## config.mk

```make
export PLATFORM = sky130hd
export DESIGN_NAME = tcs_timer_set
export DESIGN_NICKNAME = d
export VERILOG_FILES = /design/src/tcs_pkg.sv /design/src/tcs_prescale.sv /design/src/tcs_pair.sv /design/src/tcs_timer_set.sv
export VERILOG_INCLUDE_DIRS = /design/src
export SDC_FILE = /design/constraint.sdc
export NUM_CORES = 1
export LEC_CHECK = 0
export ABC_AREA = 1
export BUFFER_PORTS_ARGS = -buffer_cell sky130_fd_sc_hd__buf_4
export CAP_MARGIN = 20
export CORE_UTILIZATION = 25
export DETAILED_ROUTE_END_ITERATION = 8
export MAX_ROUTING_LAYER = met4
export PLACE_DENSITY = 0.52
export SYNTH_ARGS = -nofsm -noshare
export SYNTH_HDL_FRONTEND = slang
export SYNTH_SLANG_ARGS = --single-unit
```

## constraint.sdc

```tcl
create_clock -name core_clk_in -period 14.09 [get_ports core_clk_in]
set_clock_uncertainty 0.15 [all_clocks]
set_input_delay 2.1135 -clock core_clk_in [delete_from_list [all_inputs] [get_ports core_clk_in]]
set_output_delay 2.1135 -clock core_clk_in [all_outputs]
set_load 0.005 [all_outputs]
```

## src/tcs_consts.svh

```systemverilog
/*
  Constants of the timer set: register offsets, control field positions,
  write masks, reset values and prescaler limits.
  Assumes it is included by bare name; definitions only.
*/
`ifndef TCS_CONSTS_SVH
`define TCS_CONSTS_SVH

// ==========================================================
// Bus geometry
`define TCS_ADDR_W        6
`define TCS_DATA_W        16

// ==========================================================
// Register offsets (word addresses)
`define TCS_ADDR_SA_CTRL  6'h00
`define TCS_ADDR_SA_PER   6'h01
`define TCS_ADDR_SA_CNT   6'h02
`define TCS_PAIR_FIRST    3'h1
`define TCS_PAIR_LAST     3'h4
`define TCS_PAIR_SUB_MAX  3'h5
`define TCS_SUB_CTRL      2'h0
`define TCS_SUB_PER       2'h1
`define TCS_SUB_CNT       2'h2

// ==========================================================
// Control word field positions
`define TCS_BIT_RUN       15
`define TCS_BIT_IDLE      13
`define TCS_BIT_GATE      6
`define TCS_BIT_PS_HI     5
`define TCS_BIT_PS_LO     4
`define TCS_BIT_WIDE      3
`define TCS_BIT_SYNC      2
`define TCS_BIT_CS        1

// ==========================================================
// Implemented bits per control register kind
`define TCS_MASK_SA       16'hA076
`define TCS_MASK_EVEN     16'hA07A
`define TCS_MASK_ODD      16'hA072

// ==========================================================
// Reset values and prescaler terminal counts
`define TCS_RST_WORD      16'h0000
`define TCS_PS_LIM_1      8'h00
`define TCS_PS_LIM_8      8'h07
`define TCS_PS_LIM_64     8'h3F
`define TCS_PS_LIM_256    8'hFF

`endif

```

## src/tcs_pkg.sv

```systemverilog
/*
  Types shared by the timer set modules.
  Assumes tcs_consts.svh is on the include path.
*/
`include "tcs_consts.svh"

package tcs_pkg;

  // ==========================================================
  // Carriers
  typedef struct packed {
    logic                      wr;
    logic                      rd;
    logic [`TCS_ADDR_W-1:0]    addr;
    logic [`TCS_DATA_W-1:0]    wdata;
  } tcs_bus_t;

  typedef struct packed {
    logic       run;
    logic       idle_stop;
    logic       gate_accumulate;
    logic [1:0] prescale_select;
    logic       pair_wide_mode;
    logic       ext_clock_sync;
    logic       clock_source_select;
  } tcs_ctrl_t;

  typedef enum logic [1:0] {TCS_K_NONE, TCS_K_CTRL, TCS_K_PER, TCS_K_CNT} tcs_kind_t;

  typedef struct packed {
    tcs_kind_t  kind;
    logic [3:0] idx;
  } tcs_hit_t;

  // ==========================================================
  // Module state
  typedef struct packed {
    logic [7:0] cnt;
  } tcs_ps_st_t;

  typedef struct packed {
    logic [1:0][`TCS_DATA_W-1:0] cnt;
    logic [1:0]                  flag;
  } tcs_pair_st_t;

  typedef struct packed {
    logic [8:0][`TCS_DATA_W-1:0] ctrl;
    logic [8:0][`TCS_DATA_W-1:0] period;
    logic [`TCS_DATA_W-1:0]      sa_count;
    logic                        sa_flag;
    logic [8:0]                  pin_s1;
    logic [8:0]                  pin_s2;
    logic [8:0]                  pin_d;
    logic [`TCS_DATA_W-1:0]      rd_data;
  } tcs_top_st_t;

endpackage : tcs_pkg

```

## src/tcs_prescale.sv

```systemverilog
/*
  Input clock prescaler: passes one of every 1, 8, 64 or 256 input ticks.
  Assumes tick_in is a one-cycle qualifier on the same clock.
*/
`timescale 1ns/10ps
`include "tcs_consts.svh"

module tcs_prescale (
  input  wire logic       clk_in,
  input  wire logic       rst_b_in,
  input  wire logic       clr_in,
  input  wire logic [1:0] sel_in,
  input  wire logic       tick_in,
  output logic            tick_out
);

  tcs_pkg::tcs_ps_st_t st_ff;
  tcs_pkg::tcs_ps_st_t nxt_st;
  logic [7:0]          lim;

  always_comb begin
    case (sel_in)
      2'h0:    lim = `TCS_PS_LIM_1;
      2'h1:    lim = `TCS_PS_LIM_8;
      2'h2:    lim = `TCS_PS_LIM_64;
      default: lim = `TCS_PS_LIM_256;
    endcase
  end

  assign tick_out = tick_in && (st_ff.cnt == lim); // see RL6

  always_comb begin
    nxt_st = st_ff;
    if (clr_in) begin
      nxt_st.cnt = 8'h00;
    end else if (tick_in) begin
      nxt_st.cnt = (st_ff.cnt == lim) ? 8'h00 : st_ff.cnt + 8'h01;
    end
  end

  always_ff @(posedge clk_in or negedge rst_b_in) begin
    if (!rst_b_in) begin
      st_ff <= '0;
    end else begin
      st_ff <= nxt_st;
    end
  end

endmodule : tcs_prescale

```

## src/tcs_pair.sv

```systemverilog
/*
  One timer pair: two 16-bit period counters, or one 32-bit counter
  clocked by the even timer when wide mode is set.
  Assumes ticks and gate falls are already qualified by run state.
*/
`timescale 1ns/10ps
`include "tcs_consts.svh"

module tcs_pair (
  input  wire logic                              clk_in,
  input  wire logic                              rst_b_in,
  input  wire logic                              wide_in,
  input  wire logic [1:0]                        tick_in,
  input  wire logic [1:0]                        gate_fall_in,
  input  wire logic [1:0][`TCS_DATA_W-1:0]       period_in,
  output logic      [1:0][`TCS_DATA_W-1:0]       count_out,
  output logic      [1:0]                        flag_out
);

  tcs_pkg::tcs_pair_st_t st_ff;
  tcs_pkg::tcs_pair_st_t nxt_st;

  always_comb begin
    nxt_st      = st_ff;
    nxt_st.flag = 2'h0;
    if (wide_in) begin
      // Odd word is upper half of count and period, flag goes to odd timer
      if (tick_in[0]) begin
        if ({st_ff.cnt[1], st_ff.cnt[0]} == {period_in[1], period_in[0]}) begin // see RL14
          nxt_st.cnt     = '0;
          nxt_st.flag[1] = 1'b1; // see RL13
        end else begin
          nxt_st.cnt = {st_ff.cnt[1], st_ff.cnt[0]} + 32'h0000_0001; // see RL11
        end
      end
      if (gate_fall_in[0]) begin
        nxt_st.flag[1] = 1'b1;
      end
    end else begin
      for (int k = 0; k < 2; k++) begin
        if (tick_in[k]) begin
          if (st_ff.cnt[k] == period_in[k]) begin // see RL21
            nxt_st.cnt[k]  = '0;
            nxt_st.flag[k] = 1'b1;
          end else begin
            nxt_st.cnt[k] = st_ff.cnt[k] + 16'h0001;
          end
        end
        if (gate_fall_in[k]) begin
          nxt_st.flag[k] = 1'b1;
        end
      end
    end
  end

  always_ff @(posedge clk_in or negedge rst_b_in) begin
    if (!rst_b_in) begin
      st_ff <= '0;
    end else begin
      st_ff <= nxt_st;
    end
  end

  assign count_out = st_ff.cnt;
  assign flag_out  = st_ff.flag;

endmodule : tcs_pair

```

## src/tcs_timer_set.sv

```systemverilog
/*
  Timer set top: standalone 16-bit timer, four joinable timer pairs,
  register port, pin synchronisers and trigger outputs.
  Assumes a single 50 MHz clock; idle and sleep levels come from logic on
  the same clock; timer pins are asynchronous and are synchronised here.
*/
// Design decisions made here: the plain strobed port and the register offsets.
// What this block does
// RL1: Standalone 16-bit timer, sync or async counter
// RL2: Standalone flag on period match or gate fall
// RL3: Run bit 15 starts and stops timer
// RL4: Idle-stop bit 13 halts timer in Idle
// RL5: Gate bit 6 only with internal clock
// RL6: Prescale bits 5-4 give 1, 8, 64, 256
// RL7: Sync bit 2 selects external clock synchronisation
// RL8: Source bit 1 picks pin edges or internal
// RL9: Unimplemented control bits read as zero
// RL10: Pairs run 16-bit or 32-bit, never async
// RL11: Odd timer holds upper count word
// RL12: Wide mode uses only even timer controls
// RL13: Wide period match flags the odd timer
// RL14: Odd period is upper word of period
// RL15: Even timer mode bit joins the pair
// RL16: Pairs one and two trigger ADCs
// RL17: Only second and third timers feed capture
// RL18: Only second and third timers trigger DMA
// RL19: Timers may run in Idle and Sleep; in Sleep only the standalone timer runs, on an unsynchronised pin clock
// RL20: Pair mode bit sits at bit 3
// RL21: Count increments, wraps at period, sets flag
// RL22: Gated count advances only while gate high
`timescale 1ns/10ps
`include "tcs_consts.svh"

module tcs_timer_set (
  input  wire logic                        core_clk_in,
  input  wire logic                        rst_b_in,
  input  wire tcs_pkg::tcs_bus_t           bus_in,
  input  wire logic                        idle_in,
  input  wire logic                        sleep_in,
  input  wire logic                        standalone_ext_clock_pin_in,
  input  wire logic [7:0]                  pair_ext_clock_pin_in,
  output logic      [`TCS_DATA_W-1:0]      rd_data_out,
  output logic                             standalone_flag_out,
  output logic      [7:0]                  pair_flag_out,
  output logic      [1:0]                  adc_trig_out,
  output logic      [1:0]                  dma_trig_out,
  output logic      [1:0][`TCS_DATA_W-1:0] capture_base_out
);

  // ==========================================================
  // Helpers
  function automatic tcs_pkg::tcs_ctrl_t tcs_fields(input logic [`TCS_DATA_W-1:0] w);
    tcs_pkg::tcs_ctrl_t c;
    c.run                 = w[`TCS_BIT_RUN];
    c.idle_stop           = w[`TCS_BIT_IDLE];
    c.gate_accumulate     = w[`TCS_BIT_GATE];
    c.prescale_select     = w[`TCS_BIT_PS_HI:`TCS_BIT_PS_LO];
    c.pair_wide_mode      = w[`TCS_BIT_WIDE]; // see RL20
    c.ext_clock_sync      = w[`TCS_BIT_SYNC];
    c.clock_source_select = w[`TCS_BIT_CS];
    return c;
  endfunction : tcs_fields

  // Sleep stops the instruction clock, so only an unsynchronised
  // external count may continue there
  function automatic logic tcs_may_run(input tcs_pkg::tcs_ctrl_t c, input logic idle,
                                       input logic sleep, input logic allow_async);
    logic async_ext;
    async_ext = allow_async && c.clock_source_select && !c.ext_clock_sync; // see RL7
    return c.run && !(idle && c.idle_stop) && !(sleep && !async_ext); // see RL3 see RL4 see RL19
  endfunction : tcs_may_run

  function automatic tcs_pkg::tcs_hit_t tcs_decode(input logic [`TCS_ADDR_W-1:0] a);
    tcs_pkg::tcs_hit_t h;
    h.kind = tcs_pkg::TCS_K_NONE;
    h.idx  = 4'h0;
    if (a == `TCS_ADDR_SA_CTRL) begin
      h.kind = tcs_pkg::TCS_K_CTRL;
    end else if (a == `TCS_ADDR_SA_PER) begin
      h.kind = tcs_pkg::TCS_K_PER;
    end else if (a == `TCS_ADDR_SA_CNT) begin
      h.kind = tcs_pkg::TCS_K_CNT;
    end else if (a[5:3] >= `TCS_PAIR_FIRST && a[5:3] <= `TCS_PAIR_LAST && a[2:0] <= `TCS_PAIR_SUB_MAX) begin
      case (a[2:1])
        `TCS_SUB_CTRL: h.kind = tcs_pkg::TCS_K_CTRL;
        `TCS_SUB_PER:  h.kind = tcs_pkg::TCS_K_PER;
        default:       h.kind = tcs_pkg::TCS_K_CNT;
      endcase
      h.idx = {(a[5:3] - `TCS_PAIR_FIRST), 1'b1} + {3'h0, a[0]};
    end
    return h;
  endfunction : tcs_decode

  function automatic logic [`TCS_DATA_W-1:0] tcs_wmask(input logic [3:0] idx);
    if (idx == 4'h0) begin
      return `TCS_MASK_SA;
    end else if (idx[0]) begin
      return `TCS_MASK_EVEN;
    end
    return `TCS_MASK_ODD; // see RL9
  endfunction : tcs_wmask

  // ==========================================================
  // Reset release
  logic [1:0] rst_sync_ff;
  logic       rst_b_q;

  always_ff @(posedge core_clk_in or negedge rst_b_in) begin
    if (!rst_b_in) begin
      rst_sync_ff <= 2'h0;
    end else begin
      rst_sync_ff <= {rst_sync_ff[0], 1'b1};
    end
  end

  assign rst_b_q = rst_sync_ff[1];

  // ==========================================================
  // State
  tcs_pkg::tcs_top_st_t              st_ff;
  tcs_pkg::tcs_top_st_t              nxt_st;
  tcs_pkg::tcs_hit_t                 hit;
  tcs_pkg::tcs_ctrl_t                sa_cfg;
  logic [8:0]                        pin_rise;
  logic [8:0]                        pin_fall;
  logic                              sa_run;
  logic                              sa_gate_on;
  logic                              sa_raw;
  logic                              sa_tick;
  logic                              sa_gate_fall;
  logic [7:0]                        tmr_tick;
  logic [7:0]                        tmr_gfall;
  logic [3:0]                        pair_wide;
  logic [3:0][1:0][`TCS_DATA_W-1:0]  pair_cnt;
  logic [8:0][`TCS_DATA_W-1:0]       cnt_all;

  assign hit      = tcs_decode(bus_in.addr);
  assign pin_rise = st_ff.pin_s2 & ~st_ff.pin_d;
  assign pin_fall = ~st_ff.pin_s2 & st_ff.pin_d;

  // ==========================================================
  // Standalone timer
  assign sa_cfg       = tcs_fields(st_ff.ctrl[0]);
  assign sa_run       = tcs_may_run(sa_cfg, idle_in, sleep_in, 1'b1); // see RL1
  assign sa_gate_on   = sa_cfg.gate_accumulate && !sa_cfg.clock_source_select; // see RL5
  // External edges count on rising pin edges; gated mode counts while high
  assign sa_raw       = sa_run && (sa_cfg.clock_source_select ? pin_rise[0] // see RL8
                                   : (!sa_gate_on || st_ff.pin_s2[0])); // see RL22
  assign sa_gate_fall = sa_run && sa_gate_on && pin_fall[0]; // see RL2

  tcs_prescale u_sa_ps (
    .clk_in   (core_clk_in),
    .rst_b_in (rst_b_q),
    .clr_in   (!sa_run),
    .sel_in   (sa_cfg.prescale_select),
    .tick_in  (sa_raw),
    .tick_out (sa_tick)
  );

  // ==========================================================
  // Paired timers
  genvar j;
  genvar p;
  generate
    for (j = 0; j < 8; j++) begin : g_tmr
      localparam int SELF = j + 1;
      localparam int EVEN = j - (j % 2) + 1;
      tcs_pkg::tcs_ctrl_t cfg;
      logic               wide_hi;
      logic               run;
      logic               gate_on;
      logic               lvl;
      logic               rise;
      logic               fall;
      logic               raw;

      // In wide mode the odd timer takes setup and pin from the even timer
      assign wide_hi = (j % 2 == 1) && st_ff.ctrl[EVEN][`TCS_BIT_WIDE];
      assign cfg     = wide_hi ? tcs_fields(st_ff.ctrl[EVEN]) : tcs_fields(st_ff.ctrl[SELF]); // see RL12
      assign lvl     = wide_hi ? st_ff.pin_s2[EVEN] : st_ff.pin_s2[SELF];
      assign rise    = wide_hi ? pin_rise[EVEN] : pin_rise[SELF];
      assign fall    = wide_hi ? pin_fall[EVEN] : pin_fall[SELF];
      assign run     = tcs_may_run(cfg, idle_in, sleep_in, 1'b0); // see RL10
      assign gate_on = cfg.gate_accumulate && !cfg.clock_source_select; // see RL5
      assign raw     = run && (cfg.clock_source_select ? rise : (!gate_on || lvl)); // see RL22
      assign tmr_gfall[j] = run && gate_on && fall;

      tcs_prescale u_ps (
        .clk_in   (core_clk_in),
        .rst_b_in (rst_b_q),
        .clr_in   (!run),
        .sel_in   (cfg.prescale_select),
        .tick_in  (raw),
        .tick_out (tmr_tick[j])
      );
    end

    for (p = 0; p < 4; p++) begin : g_pair
      assign pair_wide[p] = st_ff.ctrl[2 * p + 1][`TCS_BIT_WIDE]; // see RL15

      tcs_pair u_pair (
        .clk_in       (core_clk_in),
        .rst_b_in     (rst_b_q),
        .wide_in      (pair_wide[p]),
        .tick_in      (tmr_tick[2 * p + 1:2 * p]),
        .gate_fall_in (tmr_gfall[2 * p + 1:2 * p]),
        .period_in    ({st_ff.period[2 * p + 2], st_ff.period[2 * p + 1]}),
        .count_out    (pair_cnt[p]),
        .flag_out     (pair_flag_out[2 * p + 1:2 * p])
      );

      assign cnt_all[2 * p + 1] = pair_cnt[p][0];
      assign cnt_all[2 * p + 2] = pair_cnt[p][1];
    end
  endgenerate

  assign cnt_all[0] = st_ff.sa_count;

  // ==========================================================
  // Next state: registers, synchronisers, standalone count
  always_comb begin
    nxt_st         = st_ff;
    nxt_st.rd_data = `TCS_RST_WORD;
    nxt_st.sa_flag = 1'b0;
    nxt_st.pin_s1  = {pair_ext_clock_pin_in, standalone_ext_clock_pin_in};
    nxt_st.pin_s2  = st_ff.pin_s1;
    nxt_st.pin_d   = st_ff.pin_s2;

    if (sa_tick) begin
      if (st_ff.sa_count == st_ff.period[0]) begin // see RL21
        nxt_st.sa_count = `TCS_RST_WORD;
        nxt_st.sa_flag  = 1'b1;
      end else begin
        nxt_st.sa_count = st_ff.sa_count + 16'h0001;
      end
    end
    if (sa_gate_fall) begin
      nxt_st.sa_flag = 1'b1; // see RL2
    end

    if (bus_in.wr) begin
      case (hit.kind)
        tcs_pkg::TCS_K_CTRL: nxt_st.ctrl[hit.idx]   = bus_in.wdata & tcs_wmask(hit.idx); // see RL9
        tcs_pkg::TCS_K_PER:  nxt_st.period[hit.idx] = bus_in.wdata;
        default:             nxt_st.rd_data         = `TCS_RST_WORD;
      endcase
    end
    if (bus_in.rd) begin
      case (hit.kind)
        tcs_pkg::TCS_K_CTRL: nxt_st.rd_data = st_ff.ctrl[hit.idx];
        tcs_pkg::TCS_K_PER:  nxt_st.rd_data = st_ff.period[hit.idx];
        tcs_pkg::TCS_K_CNT:  nxt_st.rd_data = cnt_all[hit.idx];
        default:             nxt_st.rd_data = `TCS_RST_WORD;
      endcase
    end
  end

  always_ff @(posedge core_clk_in or negedge rst_b_q) begin
    if (!rst_b_q) begin
      st_ff <= '0;
    end else begin
      st_ff <= nxt_st;
    end
  end

  // ==========================================================
  // Outputs and triggers
  assign rd_data_out         = st_ff.rd_data;
  assign standalone_flag_out = st_ff.sa_flag;
  assign adc_trig_out        = {pair_flag_out[3], pair_flag_out[1]}; // see RL16
  assign dma_trig_out        = pair_flag_out[1:0]; // see RL18
  assign capture_base_out    = pair_cnt[0]; // see RL17
endmodule : tcs_timer_set

```

==> summary.md <==
| Metric | Value |
|---|---|
| Status | finished, final reports clean |
| Post-synth ARST share | 100.0% |
| Finish-stage setup viols | 0 |
| First-pass GRT wire length | 190000 um |
| Crit path largest cell delay | 780 ps |
| Die ar. | 130600 um^2 |
| Io pins | 98 |
| Share of cells above drive strength 1 | 5.951% |
| Max VDD drop | 0.1006 mV |
| Yosys Warn Count | 0 |
| Row count | 131 |
| Worst-path cell chain | buf_4, inv_1, ha_1, inv_1, nand2_1, nand2_2, nor2_8, nand3_2, nor2_2, buf_4, inv_2, nor2_1, nand2_1, o21ai_0 |
| Main synth FF type | dfrtp_1 |
| Worst hold path endpoint | nxt_st[18] |
| Dpl hpwl | 94710 um |
| Worst-path clk slew | 60 ps |
| Syn Nets | 4938 |
| Synthesized area | 32280 um^2 |
| Final worst path period share | 42.08% |
| Count leader, synth | nand2_1 |
| Final Core Density | 28.26% |
| Routed Antenna Nets | 0 |
| Top cells by area, synth | dfrtp_1 (38%), nand2_1 (19%), inv_1 (6.8%) |
| Port bufs | 97 |
| Cells after Synth | 4879 |
| Slew Limit Fails | 0 |
| WP buf/inv | 5 |
| Setup Buffers After CTS | 0 |
| Worst EP required | 14520 ps |
| Synthesized area per cell | 6.616 um^2 |
| Max cap viols | 0 |
| Clk sink count | 486 |
| Hold wc startpoint | nxt_st[27] |
| Critical Path AT | 6360 ps |
| Die height | 361.3 um |
| Final WL | 127100 um |
| Post-synthesis sequential area ratio | 37.68% |
| RSZ-0062 raised after global routing | no |
| Share of the synthesized area in the top cell type | 37.68% |
| Critical path type | primary input to flop |
| RR Startpoint | g_tmr[4].cfg[2] |
| Startpoint Class | primary input |
| Crit Path Max Fanout | 41 |
| F_max | 0.1686 GHz |
| CP endpoint kind | flop |
| Clock Path Buffers | 3 |
| DR vias | 31.98k |
| Initial antenna violation count | 5 |
| Reg2reg setup slack | 10360 ps |
| Number of global-route vias before repair | 29.43k |
| Post-CTS Resized | 0 |
| Cell family with most CP delay | simple AND/OR/NAND/NOR gates |
| Layout Nets | 4881 |
| Final Critical Period | 5930 ps |
| Post-synth top area cell | dfrtp_1 |
| Unique cell type count in the Yosys netlist | 49 |
| Remaining DRCs | 0 |
| Starting Density | 25.25% |
| H-tree Lvls | 2 |
| CTS tree | built |
| Slew margin rel. | 25.43% |
| WHS Path Cells | 0 |
| DR pass1 iterations | 8 |
| Leak | 17.38 nW |
| Post-synth EDFFs | 0 |
| Worst min-delay path category | flop to flop |
| Setup_tns | 0 ps |
| Die Span X | 361.3 um |
| Vias per inst | 4.888 |
| Area grow syn2layout | 11.95% |
| Core area | 127800 um^2 |
| Wirelength per Cell | 19.43 um |
| GR Overflow Total | 0 |
| CTS Buf Count | 59 |
| Crit-path slowest cell | nand3_2 |
| Final Hold Viols | 0 |
| GPL Wtd Cong | 0.9540 |
| Pwr dens | 154.3 nW/um^2 |
| Largest net degree at the start of global routing | 94 |
| Top cells by instance count after synthesis | nand2_1 (1637), inv_1 (589), dfrtp_1 (486) |
| Initial detailed-routing violation count | 3592 |
| Yosys reg bits | 486 |
| FF-to-FF End | g_pair[2].u_pair.count_out[27] |
| FF-to-FF path depth | 8 |
| Clock Latency Late Sink | 700 ps |
| GRT Resource Usage Total | 19.57% |
| Cts hold-fix bufs | 0 |
| Clock root cell | clkbuf_16 |
| Worst-Margin Slew | 1117 ps |
-- cells by family after synthesis --
logic type / synth area share (%)
flops: 37.68
compound gates: 9.912
buf+inv: 11.16
xor+xnor: 4.586
fa+ha+maj: 0.8528
simple gates: 35.80
other cells: 0.01162
-- cell usage in the layout (no fill, tap or decap), types with 5 or more instances in the layout --
master | synthesis | routed
a21oi_1 | 102 | 102
a31oi_1 | 7 | 7
a32o_1 | 5 | 5
buf_4 | 77 | 122
bufinv_16 | 0 | 8
clkbuf_1 | 76 | 7
clkbuf_16 | 0 | 59
clkbuf_8 | 0 | 14
clkinv_1 | 4 | 6
clkinv_2 | 0 | 11
clkinvlp_4 | 0 | 9
dfrtp_1 | 486 | 485
diode_2 | 0 | 7
ha_1 | 22 | 22
inv_1 | 589 | 587
inv_2 | 11 | 11
nand2_1 | 1637 | 1637
nand2_2 | 14 | 13
nand3_1 | 405 | 405
nand3b_1 | 12 | 12
nand4_1 | 122 | 122
nor2_1 | 436 | 435
nor2_2 | 8 | 8
nor3_1 | 85 | 85
nor4_1 | 13 | 13
o211ai_1 | 7 | 7
o21ai_0 | 324 | 324
o21ai_1 | 83 | 83
o21ai_2 | 5 | 5
o221ai_1 | 6 | 6
o22ai_1 | 41 | 41
or2_2 | 8 | 8
xnor2_1 | 45 | 45
xor2_1 | 124 | 124
-- through the flow --
| step | instance area, um^2 | instances | total power, W | hold slack [ps] | setup slack, ps |
|---|---|---|---|---|---|
| floorplan | 32280 | 4879 | 0.003194 | 181.1 | 6024 |
| global placement | 33970 | 6423 | 0.003852 | 184.3 | 7590 |
| detailed placement | 33970 | 6423 | 0.003863 | 184.7 | 7543 |
| CTS | 36120 | 6535 | 0.005576 | 199.7 | 8248 |
| global route | 36130 | 6538 | 0.005891 | 211.1 | 7739 |
| finish | 36140 | 6542 | 0.005574 | 198.1 | 8160 |
-- flip-flops by register name (all words and copies together) (netlist names) --
signal	count
cnt_all	16
g_pair.u_pair.count_out	128
g_pair.u_pair.flag_out	8
g_tmr.cfg	32
g_tmr.lvl	4
g_tmr.u_ps.st_ff	64
nxt_st	14
rd_data_out	16
rst_sync_ff	2
sa_cfg	8
st_ff	185
standalone_flag_out	1
u_sa_ps.st_ff	8
-- routing by layer --
metal | vias up | track usage, % | part of all wire, %
li1 | 15380 | - | -
met1 | 15210 | 27.36 | 46
met2 | 1201 | 29.17 | 44
met3 | 187 | 2.366 | 7.1
met4 | 0 | 6.348 | 3.2
met5 | - | - | 0
-- cell type report --
class / instances / area [um^2]
flip-flops and latches: 486 / 12170
repair buffers: 122 / 915.9
fillers: 14240 / 91710
clock buffers: 80 / 1695
multi-input cells: 3549 / 16540
clock inverters: 32 / 451.7
diodes: 7 / 17.52
inverters: 604 / 2267
well taps: 1662 / 2079
-- power breakdown --
| part | leakage, nW | switching, W | internal, W |
|---|---|---|---|
| registers | 6.17 | 0.000419 | 0.00165 |
| logic | 10.2 | 0.00122 | 0.000583 |
| clock network | 1.03 | 0.000696 | 0.000996 |
-- worst max path at each step --
stage	to	from	cells after the start
after global placement	st_ff[151]	bus_in[19]	15
final	st_ff[154]	bus_in[19]	14
after floorplan	cnt_all[0]	rst_sync_ff[1]	0
after detailed placement	st_ff[154]	bus_in[19]	14
after global routing	st_ff[154]	bus_in[19]	14
after CTS	st_ff[154]	bus_in[19]	14
(Power assumes the default switching activity.)
